## config.mk

```make
export PLATFORM = sky130hd
export DESIGN_NAME = dma_done_interrupt_mode_ctl
export DESIGN_NICKNAME = d
export VERILOG_FILES = /design/src/rtl/dma_irq_mode_pkg.sv /design/src/rtl/dma_done_interrupt_mode_ctl.sv
export SDC_FILE = /design/constraint.sdc
export NUM_CORES = 1
export LEC_CHECK = 0
export BUFFER_PORTS_ARGS = -buffer_cell sky130_fd_sc_hd__buf_4
export CAP_MARGIN = 25
export CORE_UTILIZATION = 40
export DETAILED_ROUTE_END_ITERATION = 7
export GPL_TIMING_DRIVEN = 0
export PLACE_DENSITY_LB_ADDON = 0.12
export SETUP_SLACK_MARGIN = 0.02
export SLEW_MARGIN = 20
export SYNTH_ARGS = -nofsm -noshare
export SYNTH_HDL_FRONTEND = slang
export SYNTH_SLANG_ARGS = --single-unit
```

## constraint.sdc

```tcl
create_clock -name core_clk -period 2.8 [get_ports core_clk]
set_input_delay 0.42 -clock core_clk [delete_from_list [all_inputs] [get_ports core_clk]]
set_output_delay 0.42 -clock core_clk [all_outputs]
set_load 0.02 [all_outputs]
```

## src/rtl/dma_irq_mode_pkg.sv

```systemverilog
// Constants, register layout and carrier types for the DMA-done interrupt mode slice.
package dma_irq_mode_pkg;

  // ==========================================================================
  // Register map (byte addresses inside the slave window)
  localparam logic [11:0] IMC_D_OFF = 12'h034;
  localparam logic [11:0] STATUS_OFF = 12'h040;

  // ==========================================================================
  // Field layout: one byte per source, sources 53..55 in bytes 1..3
  localparam int NSRC = 3;
  localparam int BYTE_BASE = 1;
  localparam int SENSE_LSB = 4;
  localparam int ROUTE_BIT = 3;
  localparam int FIELD_LSB = 0;
  localparam int STAT_BAD_LSB = 8;
  localparam logic [1:0] SENSE_FALL = 2'h2;
  localparam logic [1:0] SENSE_RISE = 2'h3;
  localparam logic [2:0] LEVEL_OFF = 3'h0;
  localparam logic [31:0] IMC_D_RESET = 32'h00000000;
  localparam logic [31:0] IMC_D_MASK = 32'h3F3F3F00;

  // ==========================================================================
  // Carriers
  typedef struct packed {
    logic psel;
    logic penable;
    logic pwrite;
    logic [11:0] paddr;
    logic [31:0] pwdata;
    logic [3:0] pstrb;
  } apb_req_s;

  typedef struct packed {
    logic [31:0] imc;
    logic [2:0] prev;
    logic [2:0] pend;
    logic [2:0] trig;
    logic [8:0] chan;
    logic [8:0] lvl;
    logic [31:0] prdata;
    logic pready;
    logic pslverr;
  } state_s;

  localparam state_s STATE_RESET = '{
    imc: IMC_D_RESET, prev: 3'h0, pend: 3'h0, trig: 3'h0, chan: 9'h000,
    lvl: 9'h000, prdata: 32'h00000000, pready: 1'b0, pslverr: 1'b0};

endpackage : dma_irq_mode_pkg

```

## src/rtl/dma_done_interrupt_mode_ctl.sv

```systemverilog
// Mode control slice for interrupt sources 53..55 with an APB register port.
//
// Notes on behaviour
// - Sense 10 falling, 11 rising; 00/01 invalid.
// - Route bit set sends request to DMA.
// - Route clear: field is level, 000 disables.
// - Route set: field picks DMA channel 0-7.
`timescale 1ns/100ps

module dma_done_interrupt_mode_ctl (
  // Clock and reset
  input wire logic core_clk,
  input wire logic rst_b,
  // APB slave
  input wire logic psel,
  input wire logic penable,
  input wire logic pwrite,
  input wire logic [11:0] paddr,
  input wire logic [31:0] pwdata,
  input wire logic [3:0] pstrb,
  output logic [31:0] prdata,
  output logic pready,
  output logic pslverr,
  // Interrupt sources 53, 54, 55 in bits 0, 1, 2
  input wire logic [2:0] src_irq,
  // Requests towards the processor core
  output logic [2:0] irq_pend,
  output logic [8:0] irq_level,
  // Triggers towards the DMA controller
  output logic [2:0] dma_trig,
  output logic [8:0] dma_chan
);

  // ==========================================================================
  // State and decode
  dma_irq_mode_pkg::state_s st_reg;
  dma_irq_mode_pkg::state_s st_next;
  dma_irq_mode_pkg::apb_req_s req;

  logic [5:0] cfg [dma_irq_mode_pkg::NSRC];
  logic [2:0] edge_hit;
  logic [2:0] set_pend;
  logic [2:0] set_trig;
  logic [2:0] clr_pend;
  logic hit_imc;
  logic hit_stat;
  logic access;
  logic wr_fire;

  assign req = '{psel: psel, penable: penable, pwrite: pwrite, paddr: paddr,
                 pwdata: pwdata, pstrb: pstrb};

  genvar g;
  generate
    for (g = 0; g < dma_irq_mode_pkg::NSRC; g++) begin : g_cfg
      assign cfg[g] = st_reg.imc[8 * (g + dma_irq_mode_pkg::BYTE_BASE) +: 6];
    end
  endgenerate

  assign hit_imc = (req.paddr == dma_irq_mode_pkg::IMC_D_OFF);
  assign hit_stat = (req.paddr == dma_irq_mode_pkg::STATUS_OFF);
  // The slave always inserts one wait state; pready is a flop.
  assign access = req.psel && req.penable;
  assign wr_fire = access && st_reg.pready && req.pwrite;

  // ==========================================================================
  // Next state
  always_comb begin
    st_next = st_reg;
    edge_hit = 3'h0;
    set_pend = 3'h0;
    set_trig = 3'h0;
    clr_pend = 3'h0;

    // Source edge detection and steering.
    for (int i = 0; i < dma_irq_mode_pkg::NSRC; i++) begin
      case (cfg[i][dma_irq_mode_pkg::SENSE_LSB +: 2])
        dma_irq_mode_pkg::SENSE_FALL: begin
          edge_hit[i] = st_reg.prev[i] && !src_irq[i];
        end
        dma_irq_mode_pkg::SENSE_RISE: begin
          edge_hit[i] = !st_reg.prev[i] && src_irq[i];
        end
        default: begin
          // Invalid codes detect nothing rather than guessing an edge.
          edge_hit[i] = 1'b0;
        end
      endcase
      if (cfg[i][dma_irq_mode_pkg::ROUTE_BIT]) begin
        set_trig[i] = edge_hit[i];
      end else begin
        set_pend[i] = edge_hit[i] &&
          (cfg[i][dma_irq_mode_pkg::FIELD_LSB +: 3] != dma_irq_mode_pkg::LEVEL_OFF);
      end
      if (set_trig[i]) begin
        st_next.chan[3 * i +: 3] = cfg[i][dma_irq_mode_pkg::FIELD_LSB +: 3];
      end
      if (set_pend[i]) begin
        st_next.lvl[3 * i +: 3] = cfg[i][dma_irq_mode_pkg::FIELD_LSB +: 3];
      end
    end
    st_next.prev = src_irq;
    st_next.trig = set_trig;

    // APB access phase: answer one cycle after penable rises.
    st_next.pready = access && !st_reg.pready;
    if (access && !st_reg.pready) begin
      st_next.pslverr = !(hit_imc || hit_stat);
      st_next.prdata = 32'h00000000;
      if (!req.pwrite && hit_imc) begin
        st_next.prdata = st_reg.imc;
      end else if (!req.pwrite && hit_stat) begin
        st_next.prdata[2:0] = st_reg.pend;
        for (int i = 0; i < dma_irq_mode_pkg::NSRC; i++) begin
          st_next.prdata[dma_irq_mode_pkg::STAT_BAD_LSB + i] =
            !cfg[i][dma_irq_mode_pkg::SENSE_LSB + 1];
        end
      end
    end

    if (wr_fire && hit_imc) begin
      for (int b = 0; b < 4; b++) begin
        if (req.pstrb[b]) begin
          st_next.imc[8 * b +: 8] = req.pwdata[8 * b +: 8];
        end
      end
      // Reserved bits and the foreign low byte never hold a one.
      st_next.imc = st_next.imc & dma_irq_mode_pkg::IMC_D_MASK;
    end
    if (wr_fire && hit_stat && req.pstrb[0]) begin
      clr_pend = req.pwdata[2:0];
    end

    // A new edge in the clearing cycle stays pending.
    st_next.pend = (st_reg.pend & ~clr_pend) | set_pend;
  end

  // ==========================================================================
  // State register
  always_ff @(posedge core_clk or negedge rst_b) begin
    if (!rst_b) begin
      st_reg <= dma_irq_mode_pkg::STATE_RESET;
    end else begin
      st_reg <= st_next;
    end
  end

  // ==========================================================================
  // Outputs
  assign prdata = st_reg.prdata;
  assign pready = st_reg.pready;
  assign pslverr = st_reg.pslverr;
  assign irq_pend = st_reg.pend;
  assign irq_level = st_reg.lvl;
  assign dma_trig = st_reg.trig;
  assign dma_chan = st_reg.chan;

  generate
    for (g = 0; g < dma_irq_mode_pkg::NSRC; g++) begin : g_chk

    end
  endgenerate

  // Per-source status, clear and hold checks.
  // A clear that meets a new edge must not lose that edge.
  generate
    for (g = 0; g < dma_irq_mode_pkg::NSRC; g++) begin : g_more

    end
  endgenerate
endmodule : dma_done_interrupt_mode_ctl

```

# == After elaboration in Yosys (flattened, before gate mapping) ==
# Cells that the tools add are included.
# classes
n_mul,0
addsub,0
shift,0
magnitude_cmp,0
mux,15
n_div,0
n_reduce_logical,37
eq_ne,8
bitwise_logic,3
# op_table
cell,count
19-bit two-way mux,1
1-bit logical AND,18
3-bit two-way mux,5
"12-bit by 6-bit == test with 1-bit output, second input constant",1
"12-bit by 7-bit == test with 1-bit output, second input constant",1
"2-bit == test, second input constant",6
1-bit zero test,12
3-bit nonzero test,3
1-bit two-way mux,6
1-bit one-hot mux with 2 select lines,3
2-bit AND reduction,3
3-bit AND,1
3-bit inverter,1
3-bit bitwise OR,1
1-bit logical OR,1
# totals
n_memories,0
mem_bits_rw,0
word_cells,78
mem_bits_ro,0
out_inout_bits,58
ff_bits,74
latch_bits,0
in_bits,56

# == Logic depth before layout (Yosys ltp) ==
# Gate-level depths: netlist (run 1).
# depth
depth_word,9
mapped_depth,5
mapped_depth_nobuf,4

# == Least setup slack after synthesis (run 1) ==
# Ideal clock, no wire load.
# synth_timing
path_type,input to register
start,in paddr[1]
end,"reg st_reg, in the netlist prdata[17]"
slack_ns,1.131
stages,5
required_time_ns,2.736
setup_ns,0.064
arrival_time_ns,1.605
n_path_buf,1
cell_sequence,nor4_4 nand2_2 nor4_4 buf_6 a22o_2
# synth_between
elab_chain_len,3
# synth_rtl
element,line_no,source
"start, declared",dma_done_interrupt_mode_ctl.sv:18,"input wire logic [11:0] paddr,"
12-bit by 6-bit == test with 1-bit output,dma_done_interrupt_mode_ctl.sv:60,assign hit_imc = (req.paddr == dma_irq_mode_pkg::IMC_D_OFF);
1-bit logical AND,dma_done_interrupt_mode_ctl.sv:110,if (!req.pwrite && hit_imc) begin
19-bit two-way mux,dma_done_interrupt_mode_ctl.sv:110,
"end signal, assigned",dma_done_interrupt_mode_ctl.sv:142,st_reg <= dma_irq_mode_pkg::STATE_RESET;
"end signal, assigned",dma_done_interrupt_mode_ctl.sv:144,st_reg <= st_next;
"end, declared",dma_done_interrupt_mode_ctl.sv:36,dma_irq_mode_pkg::state_s st_reg;
# No other way between the ends.
# A chain may end at the register's enable or synchronous reset.

# == Worst setup path after layout (run 1) ==
# layout_timing
start,"reg st_reg, in the netlist cfg[10]"
end,"reg st_reg, in the netlist irq_level[4]"
# layout_between
elab_chain_len,4
word_cells_on_any_way,5
classes_between,2 x eq/ne; 2 x mux; 1 x reduce/logical
# layout_rtl
element,line_no,source
2-bit == test,dma_done_interrupt_mode_ctl.sv:77,case (cfg[i][dma_irq_mode_pkg::SENSE_LSB +: 2])
1-bit one-hot mux with 2 select lines *,dma_done_interrupt_mode_ctl.sv:77,
1-bit logical AND *,dma_done_interrupt_mode_ctl.sv:92,set_pend[i] = edge_hit[i] &&
1-bit two-way mux *,dma_done_interrupt_mode_ctl.sv:89,if (cfg[i][dma_irq_mode_pkg::ROUTE_BIT]) begin
# Every way passes the cells marked *; elsewhere a longest branch is shown, timed or not.

==> results of run 1 <==
==> per-stage QoR <==
| stage | worst slack [ns] | area [µm²] |
|---|---|---|
| floorplan | 1.13 | 3170 |
| global placement | 0.671 | 3970 |
| detailed placement | 0.678 | 3970 |
| CTS | 0.821 | 4200 |
| global route | 0.666 | 4200 |
| finish | 0.837 | 4200 |
==> worst max path at each step <==
stage	from	to	slack, ns	cells past startpoint
after floorplan	paddr[1]	prdata[17]	1.13	5
after global placement	src_irq[1]	irq_level[4]	0.67	5
after detailed placement	src_irq[1]	irq_level[4]	0.68	5
after CTS	cfg[10]	irq_level[4]	0.82	4
after global routing	cfg[10]	irq_level[3]	0.67	4
final	cfg[10]	irq_level[4]	0.84	4
==> per-layer routing <==
layer / wire length (µm) / track usage / up-vias
li1: - / - / 1026
met1: 2830 / 0.214 / 1042
met2: 3170 / 0.263 / 58
met3: 268 / 0.0345 / 4
met4: 51 / 0.0645 / 0
met5: 0 / 0 / -
==> cell families after synthesis <==
kind of cell           after synthesis  share of synthesized area
flip-flops                          68                      0.544
other                                1                    0.00120
buffers and inverters               63                      0.146
AO/OA/AOI/OAI                       31                     0.0828
AND/OR/NAND/NOR                     41                     0.0972
multiplexers                        36                      0.130
==> layout make-up <==
class,instances,area (µm²)
clock buffer,11,141
clock inverter,5,83.8
timing repair buffer,91,683
sequential,68,1700
multi-input combinational,119,1010
buffer,60,444
inverter,3,11.3
tap,99,124
fill,662,3210
==> power by group <==
group	switching [µW]	internal, µW	leakage, µW	total, µW
combinational	68.8	61.1	0.00126	130
clock	372	530	0.000106	901
sequential	2.66	987	0.000940	989
total	443	1580	0.00230	2020
==> worst max-delay path, cell delays in order, from the launching register on <==
cell	delay, ns
dfrtp_1	0.40
nor3b_1	0.24
o21ai_0	0.13
nor3_1	0.67
mux2_2	0.41
==> cells in the final DEF, fill, tap and decap left out, types with 4 or more instances in the layout <==
cell type	netlist	routed
conb_1	1	11
buf_4	56	147
dfrtp_1	68	68
nor3_1	4	4
nand2_1	9	9
mux2_2	36	36
a22o_2	9	9
o21ai_0	6	6
a22o_1	9	9
clkbuf_8	0	10
==> metrics.yaml, run 1 <==
place.gp.congestion: 0.749
cp_data_required_time_ns: 3.02
diodes: 0
p_leak_uw: 0.00230
reg2reg_depth: 4
syn_area_um2: 3130
largest_reg_flops: 21
post_cts.repair.setup_buffers: 0
first_global_vias: 2066
grt_usage: 0.163
layout-drive-gt1-share: 0.611
cp_max_fo: 4
layout.cells.non_filler: 456
synth_edf_count: 0
hold_buffers: 0
placed_cells: 440
antenna_found_initial: 0
io_pins: 114
placementRows: 31
period_minus_slack_ns: 1.96
end_kind: "flop"
antenna_left: 0
drt_iter0_drc: 63
finalCritPeriodShare: 0.701
yosysTopAreaCell: "dfrtp_1"
min_path_type: "in -> async"
cts_num_sinks: 68
finalSetupTns_ns: 0
ys_types: 35
drc_errors: 0
initial_core_util: 0.422
clk_pin_slew_ns: 0.08
hold_viol_final: 0
worst_skew_pair.late_latency_ns: 0.33
yosysTopAreaCellShare: 0.544
finClkSkew_ns: 0.00931
syn_avg_cell_area_um2: 13.0
slew-limit-headroom: 0.434
dr.pass1.iters: 4
portBuffers: 91
ys_seq_area_frac: 0.544
rsz0062_at_grt: "false"
cts-buffers-inserted: 9
reg2reg_slack_ns: 0.84
status: "complete, no violations"
fp.dieW_um: 90.5
ys_warn_count: 0
finalPower_uw: 2020
fp.coreArea_um2: 7410
nets: 408
detailed_place_hpwl_mm: 4.65
yosys-top-cells-count: "dfrtp_1 (68), buf_4 (56), mux2_2 (36)"
synthArstFlopShare: 1.00
grt_pass1_wl_mm: 10.3
cts_tree: "done"
r2r_start: "cfg[10]"
crit_arrival_ns: 2.18
final_util: 0.567
die-height_um: 90.5
worstSetupPathType: "reg -> reg"
power-per-cell-area_nw_per_um2: 481
maxCapViolations: 0
drt-wirelength-per-cell_um: 13.9
avgViaCountPerCell: 4.67
cts_buffer_depth: 2
synthTopCellsByArea: "dfrtp_1 (54%), buf_4 (13%), mux2_2 (13%), a22o_2 (2.9%), a22o_1 (2.5%)"
cp-start-kind: "flop"
h-tree-depth: 3
area_growth_pct: 34.2
r2r-end: "irq_level[4]"
grt_overflow: 0
via_count: 2130
setup_viol: 0
finalWirelength_mm: 6.33
yosysMostFrequentCell: "dfrtp_1"
grt_max_degree: 69
die-area_um2: 8180
syn_inst: 240
root_buffer: "clkbuf_8"
max-vdd-ir-drop_v: 0.000240
post_cts_resized: 0
ys_ff_latch: 68
max_freq_ghz: 0.509
ys_dominant_reg_cell: "dfrtp_1"
drv_slew: 0
holdWs_ns: 0.180
tightest_slew_ns: 0.849
No activity file was read; power rests on OpenSTA's default activity.
==> run 2, diff against run 1 <==
==> constraint.sdc (replaced) <==
create_clock -name core_clk -period 1.8 [get_ports core_clk]
set_input_delay 0.27 -clock core_clk [delete_from_list [all_inputs] [get_ports core_clk]]
set_output_delay 0.27 -clock core_clk [all_outputs]
set_load 0.02 [all_outputs]
==> run 2 against run 1 <==
Core utilization is 0.84 points higher. Maximum frequency is 21% higher. Design area is 1.5% higher. Critical path type unchanged. Largest cell class unchanged. Combinational power is 55% higher. Global-route usage is 0.091 points higher. Cell count is 1.5% higher. Worst setup slack worse by 0.66 ns. Sequential share of layout area is 0.59 points lower.
==> metrics.yaml, run 2 (same netlist as run 1, synthesis figures left out) <==
status: "complete, no violations"  # unchanged
dr.pass1.iters: 4  # unchanged
crit_arrival_ns: 1.84  # was 2.18 ns
fin_area_um2: 4260  # was 4200 µm²
slew-limit-headroom: 0.432  # was 0.434
clk_pin_slew_ns: 0.07  # was 0.08 ns
hold_buffers: 0  # unchanged
antenna_left: 0  # unchanged
layout-drive-gt1-share: 0.624  # was 0.611
power-per-cell-area_nw_per_um2: 738  # was 481 nW/µm²
worstSetupPathType: "reg -> reg"  # unchanged
root_buffer: "clkbuf_8"  # unchanged
place.gp.congestion: 0.749  # unchanged
area_growth_pct: 36.2  # was 34.2%
max-vdd-ir-drop_v: 0.000381  # was 0.000240 V
cts-buffers-inserted: 9  # unchanged
critical-path-max-stage-delay_ns: 0.40  # was 0.67 ns
drt_iter0_drc: 63  # unchanged
nets: 415  # was 408
drv_slew: 0  # unchanged
cts_tree: "done"  # unchanged
diodes: 0  # unchanged
h-tree-depth: 3  # unchanged
cts_buffer_depth: 2  # unchanged
final_cell_mix: "buf_4 (154), dfrtp_1 (68), mux2_2 (36)"  # was buf_4 (147), dfrtp_1 (68), mux2_2 (36)
placementRows: 31  # unchanged
fp.coreArea_um2: 7410  # unchanged
finalCritPeriodShare: 0.901  # was 0.701
finalWirelength_mm: 6.41  # was 6.33 mm
max_freq_ghz: 0.616  # was 0.509 GHz
rsz0062_at_grt: "false"  # unchanged
grt_pass1_wl_mm: 10.3  # about the same
maxCapViolations: 0  # unchanged
period_minus_slack_ns: 1.62  # was 1.96 ns
antenna_found_initial: 0  # unchanged
cp-start-kind: "flop"  # unchanged
cp_max_fo: 6  # was 4
mostFrequentLayoutCell: "buf_4"  # unchanged
portBuffers: 91  # unchanged
layout.cells.non_filler: 463  # was 456
grt_usage: 0.164  # was 0.163
p_leak_uw: 0.00234  # was 0.00230 µW
detailed_place_hpwl_mm: 4.65  # unchanged
via_count: 2154  # was 2130
placed_cells: 440  # unchanged
die-area_um2: 8180  # unchanged
grt_max_degree: 69  # unchanged
min_path_type: "in -> async"  # unchanged
setup_viol: 0  # unchanged
tightest_slew_ns: 0.852  # was 0.849 ns
avgViaCountPerCell: 4.65  # was 4.67
final_util: 0.575  # was 0.567
hold_viol_final: 0  # unchanged
first_global_vias: 2090  # was 2066
cp_data_required_time_ns: 2.02  # was 3.02 ns
worst_skew_pair.late_latency_ns: 0.33  # about the same
die-height_um: 90.5  # unchanged
finalSetupTns_ns: 0  # unchanged
crit_slowest_cell: "dfrtp_1"  # was nor3_1
end_kind: "flop"  # unchanged
io_pins: 114  # unchanged
finClkSkew_ns: 0.00670  # was 0.00931 ns
largest_reg_flops: 21  # unchanged
post_dp_cell_area_um2: 3970  # unchanged
cts_num_sinks: 68  # unchanged
grt_overflow: 0  # unchanged
initial_core_util: 0.422  # unchanged
fp.dieW_um: 90.5  # unchanged
drc_errors: 0  # unchanged
drt-wirelength-per-cell_um: 13.8  # was 13.9 µm
path_cells: "and4_1 > and4_2 > nand2_1 > mux2_2"  # was nor3b_1 > o21ai_0 > nor3_1 > mux2_2
-- run 2: changes by cell type in the layout (fill, tap and decap cells not counted), sizes merged --
cell / change
buf: +7
-- run 2: power breakdown --
group,internal [µW],switching (µW),leakage (µW)
Combinational,95.1,107,0.00130
Sequential,1530,4.15,0.000940
Clock,824,580,0.000106
-- run 2: cell type report --
cell class	count	area [µm²]
clock inverters	5	83.8
inverters	3	11.3
clock buffers	11	141
repair buffers	98	736
fillers	658	3150
well taps	99	124
plain buffers	60	444
flip-flops and latches	68	1700
multi-input cells	119	1020
-- run 2: critical path: cells and delay by family, from the launching register on --
kind,cells,cell delay (ns)
DFF,1,0.40
muxes,1,0.37
and+or+nand+nor,3,0.73
-- run 2: metrics by stage --
stage,power [µW],worst slack (ns),hold slack (ns)
finish,3140,0.178,0.0354
global route,3270,0.101,0.0420
CTS,3190,0.0595,0.0467
detailed placement,1770,-0.172,0.398
global placement,1770,-0.179,0.396
floorplan,1640,0.247,-0.0256
-- run 2: what timing repair did --
item	in CTS	in global routing
setup buffers	4	3
endpoints found under the setup margin	16	4
resized for setup	2	0
pin swaps	1	2
-- run 2: path summary, 6_finish.rpt --
check,cells past startpoint,to,from,slack (ns)
hold reg to reg,2,pslverr,pslverr,0.50
max in group asynchronous,1,prdata[26],rst_b,1.20
hold / removal,1,irq_level[6],rst_b,0.04
setup / recovery,4,cfg[2],pready,0.18
setup reg to reg,4,cfg[2],pready,0.18
min in group core_clk,1,st_reg[58],src_irq[0],0.06
-- run 2: per-layer routing --
layer / routed length [µm] / GRT usage / up-vias
li1: - / - / 1045
met1: 2810 / 0.213 / 1039
met2: 3230 / 0.269 / 65
met3: 299 / 0.0320 / 5
met4: 63 / 0.0645 / 0
met5: 0 / 0 / -
==> run 3, diff against run 2 <==
==> constraint.sdc (replaced) <==
create_clock -name core_clk -period 1.3 [get_ports core_clk]
set_input_delay 0.195 -clock core_clk [delete_from_list [all_inputs] [get_ports core_clk]]
set_output_delay 0.195 -clock core_clk [all_outputs]
set_load 0.02 [all_outputs]
==> run 3 against run 2 <==
The run now ends with negative setup slack left. Wire length increased by 9.6%. Worst setup slack worse by 0.40 ns. Sequential power rose by 38%. Critical path depth is the same. Largest cell class unchanged. Non-clock buffer count grew 18.
==> metrics.yaml, run 3 (same netlist as run 1, synthesis figures left out) <==
path_cells: "nor3b_2 > o21ai_2 > nor3_4 > mux2_4"  # was and4_1 > and4_2 > nand2_1 > mux2_2
reg2reg_slack_ns: -0.23  # was 0.18 ns
area_growth_pct: 52.0  # was 36.2%
avgViaCountPerCell: 4.56  # was 4.65
worstSetupPathType: "reg -> reg"  # unchanged
detailed_place_hpwl_mm: 4.68  # was 4.65 mm
p_leak_uw: 0.00259  # was 0.00234 µW
crit_slowest_cell: "dfrtp_1"  # unchanged
crit_arrival_ns: 1.75  # was 1.84 ns
grt_pass1_wl_mm: 11.4  # was 10.3 mm
slew-limit-headroom: 0.432  # about the same
period_minus_slack_ns: 1.53  # was 1.62 ns
dr.pass1.iters: 4  # unchanged
diodes: 0  # unchanged
cts_tree: "done"  # unchanged
maxCapViolations: 0  # unchanged
power-per-cell-area_nw_per_um2: 898  # was 738 nW/µm²
cp-start-kind: "flop"  # unchanged
worst_skew_pair.late_latency_ns: 0.34  # was 0.33 ns
cp-startpoint: "cfg[4]"  # was pready
cts_num_sinks: 68  # unchanged
critPathCapture: "irq_level[6]"  # was cfg[2]
setup_viol: 39  # was 0
antenna_found_initial: 0  # unchanged
reg2reg_depth: 4  # unchanged
drt-wirelength-per-cell_um: 14.6  # was 13.8 µm
max-vdd-ir-drop_v: 0.000561  # was 0.000381 V
layout-drive-gt1-share: 0.681  # was 0.624
worst_path_dominant_cell_family: "simple AND/OR/NAND/NOR gates"  # unchanged
drt_iter0_drc: 41  # was 63
cts-buffers-inserted: 9  # unchanged
tightest_slew_ns: 0.852  # about the same
die-height_um: 90.5  # unchanged
drv_slew: 0  # unchanged
final_cell_mix: "buf_4 (160), dfrtp_1 (67), mux2_4 (24)"  # was buf_4 (154), dfrtp_1 (68), mux2_2 (36)
io_pins: 114  # unchanged
via_count: 2191  # was 2154
largest_reg_flops: 21  # unchanged
antenna_left: 0  # unchanged
h-tree-depth: 3  # unchanged
violations: "negative setup slack"
place.gp.congestion: 0.720  # was 0.749
min_path_type: "in -> reg"  # was in -> async
finalPower_uw: 4270  # was 3140 µW
mostFrequentLayoutCell: "buf_4"  # unchanged
clk_pin_slew_ns: 0.07  # about the same
finalWirelength_mm: 7.03  # was 6.41 mm
fp.dieW_um: 90.5  # unchanged
dp_slack_ns: -0.591  # was -0.172 ns
grt_overflow: 0  # unchanged
rsz0062_at_grt: "true"  # was false
initial_core_util: 0.422  # unchanged
r2r_start: "cfg[4]"  # was pready
cts_buffer_depth: 2  # unchanged
portBuffers: 91  # unchanged
finClkSkew_ns: 0.0106  # was 0.00670 ns
placementRows: 31  # unchanged
hold_viol_final: 0  # unchanged
first_global_vias: 2235  # was 2090
fin_ws_ns: -0.227  # was 0.178 ns
crit_cells: 4  # unchanged
grt_usage: 0.181  # was 0.164
cp_num_buf_inv: 0  # unchanged
finalCritPeriodShare: 1.17  # was 0.901
nets: 433  # was 415
cp_data_required_time_ns: 1.52  # was 2.02 ns
r2r-end: "irq_level[6]"  # was cfg[2]
drc_errors: 0  # unchanged
critical-path-max-stage-delay_ns: 0.41  # was 0.40 ns
status: "complete, but fails checks"  # was complete, no violations
end_kind: "flop"  # unchanged
grt_max_degree: 69  # unchanged
cp_max_fo: 4  # was 6
die-area_um2: 8180  # unchanged
max_freq_ghz: 0.655  # was 0.616 GHz
finalSetupTns_ns: -4.62  # was 0 ns
root_buffer: "clkbuf_8"  # unchanged
fp.coreArea_um2: 7410  # unchanged
## run 3: cell count changes in the layout (fill, tap and decap cells not counted), sizes merged
cell and change:
dlygate4sd3 +4, clkinv +1, bufinv -1, buf +16, clkbuf -2
## run 3: per-stage QoR
step	std cells	hold slack, ns	util	cell area (µm²)
2_1_floorplan	250	-0.101	-	3290
3_3_place_gp	440	0.324	0.554	4100
3_5_place_dp	440	0.326	0.554	4100
4_1_cts	477	0.0704	0.628	4660
5_1_grt	481	0.0658	0.642	4760
6_report	481	0.0848	0.642	4760
## run 3: final cells by class
class	count	area (µm²)
sequential	68	1700
timing repair buffer	118	937
buffer	58	447
tap	99	124
inverter	3	11.3
clock inverter	5	58.8
multi-input combinational	119	1330
fill	589	2650
clock buffer	11	151
## run 3: how the worst min path moves through the flow
stage                           from          to  slack, ns  depth (start not counted)
after floorplan                rst_b      cfg[0]      -0.10                          0
after global placement    src_irq[0]  st_reg[58]       0.32                          1
after detailed placement  src_irq[0]  st_reg[58]       0.33                          1
after CTS                 pwdata[25]      cfg[1]       0.07                          2
after global routing       pwdata[8]     cfg[12]       0.07                          2
final                     pwdata[25]      cfg[1]       0.08                          2
## run 3: per-layer routing
layer  track usage  wire, µm  vias to the layer above
met5             0         0                        -
met4        0.0524        63                        0
met3        0.0488       355                        7
met2         0.292      3450                       72
met1         0.238      3160                     1043
li1              -         -                     1069
## run 3: what timing repair did
action | 4_1_cts | 5_1_grt
hold buffers | 4 | 0
endpoints found under the setup margin | 61 | 60
gates cloned | 1 | 0
resized for setup | 35 | 17
setup buffers | 17 | 5
pin swaps | 24 | 23
endpoints found under the hold margin | 31 | 0
## run 3: power breakdown
group	internal, µW	leakage, µW	total [µW]	switching [µW]
clock network	994	0.000102	1800	805
registers	2130	0.000939	2130	7.73
logic	167	0.00155	339	172
## run 3: worst reg2reg max path, cell delays in order (launching register included)
cell     delay [ns]
dfrtp_1        0.41
nor3b_2        0.25
o21ai_2        0.10
nor3_4         0.34
mux2_4         0.33
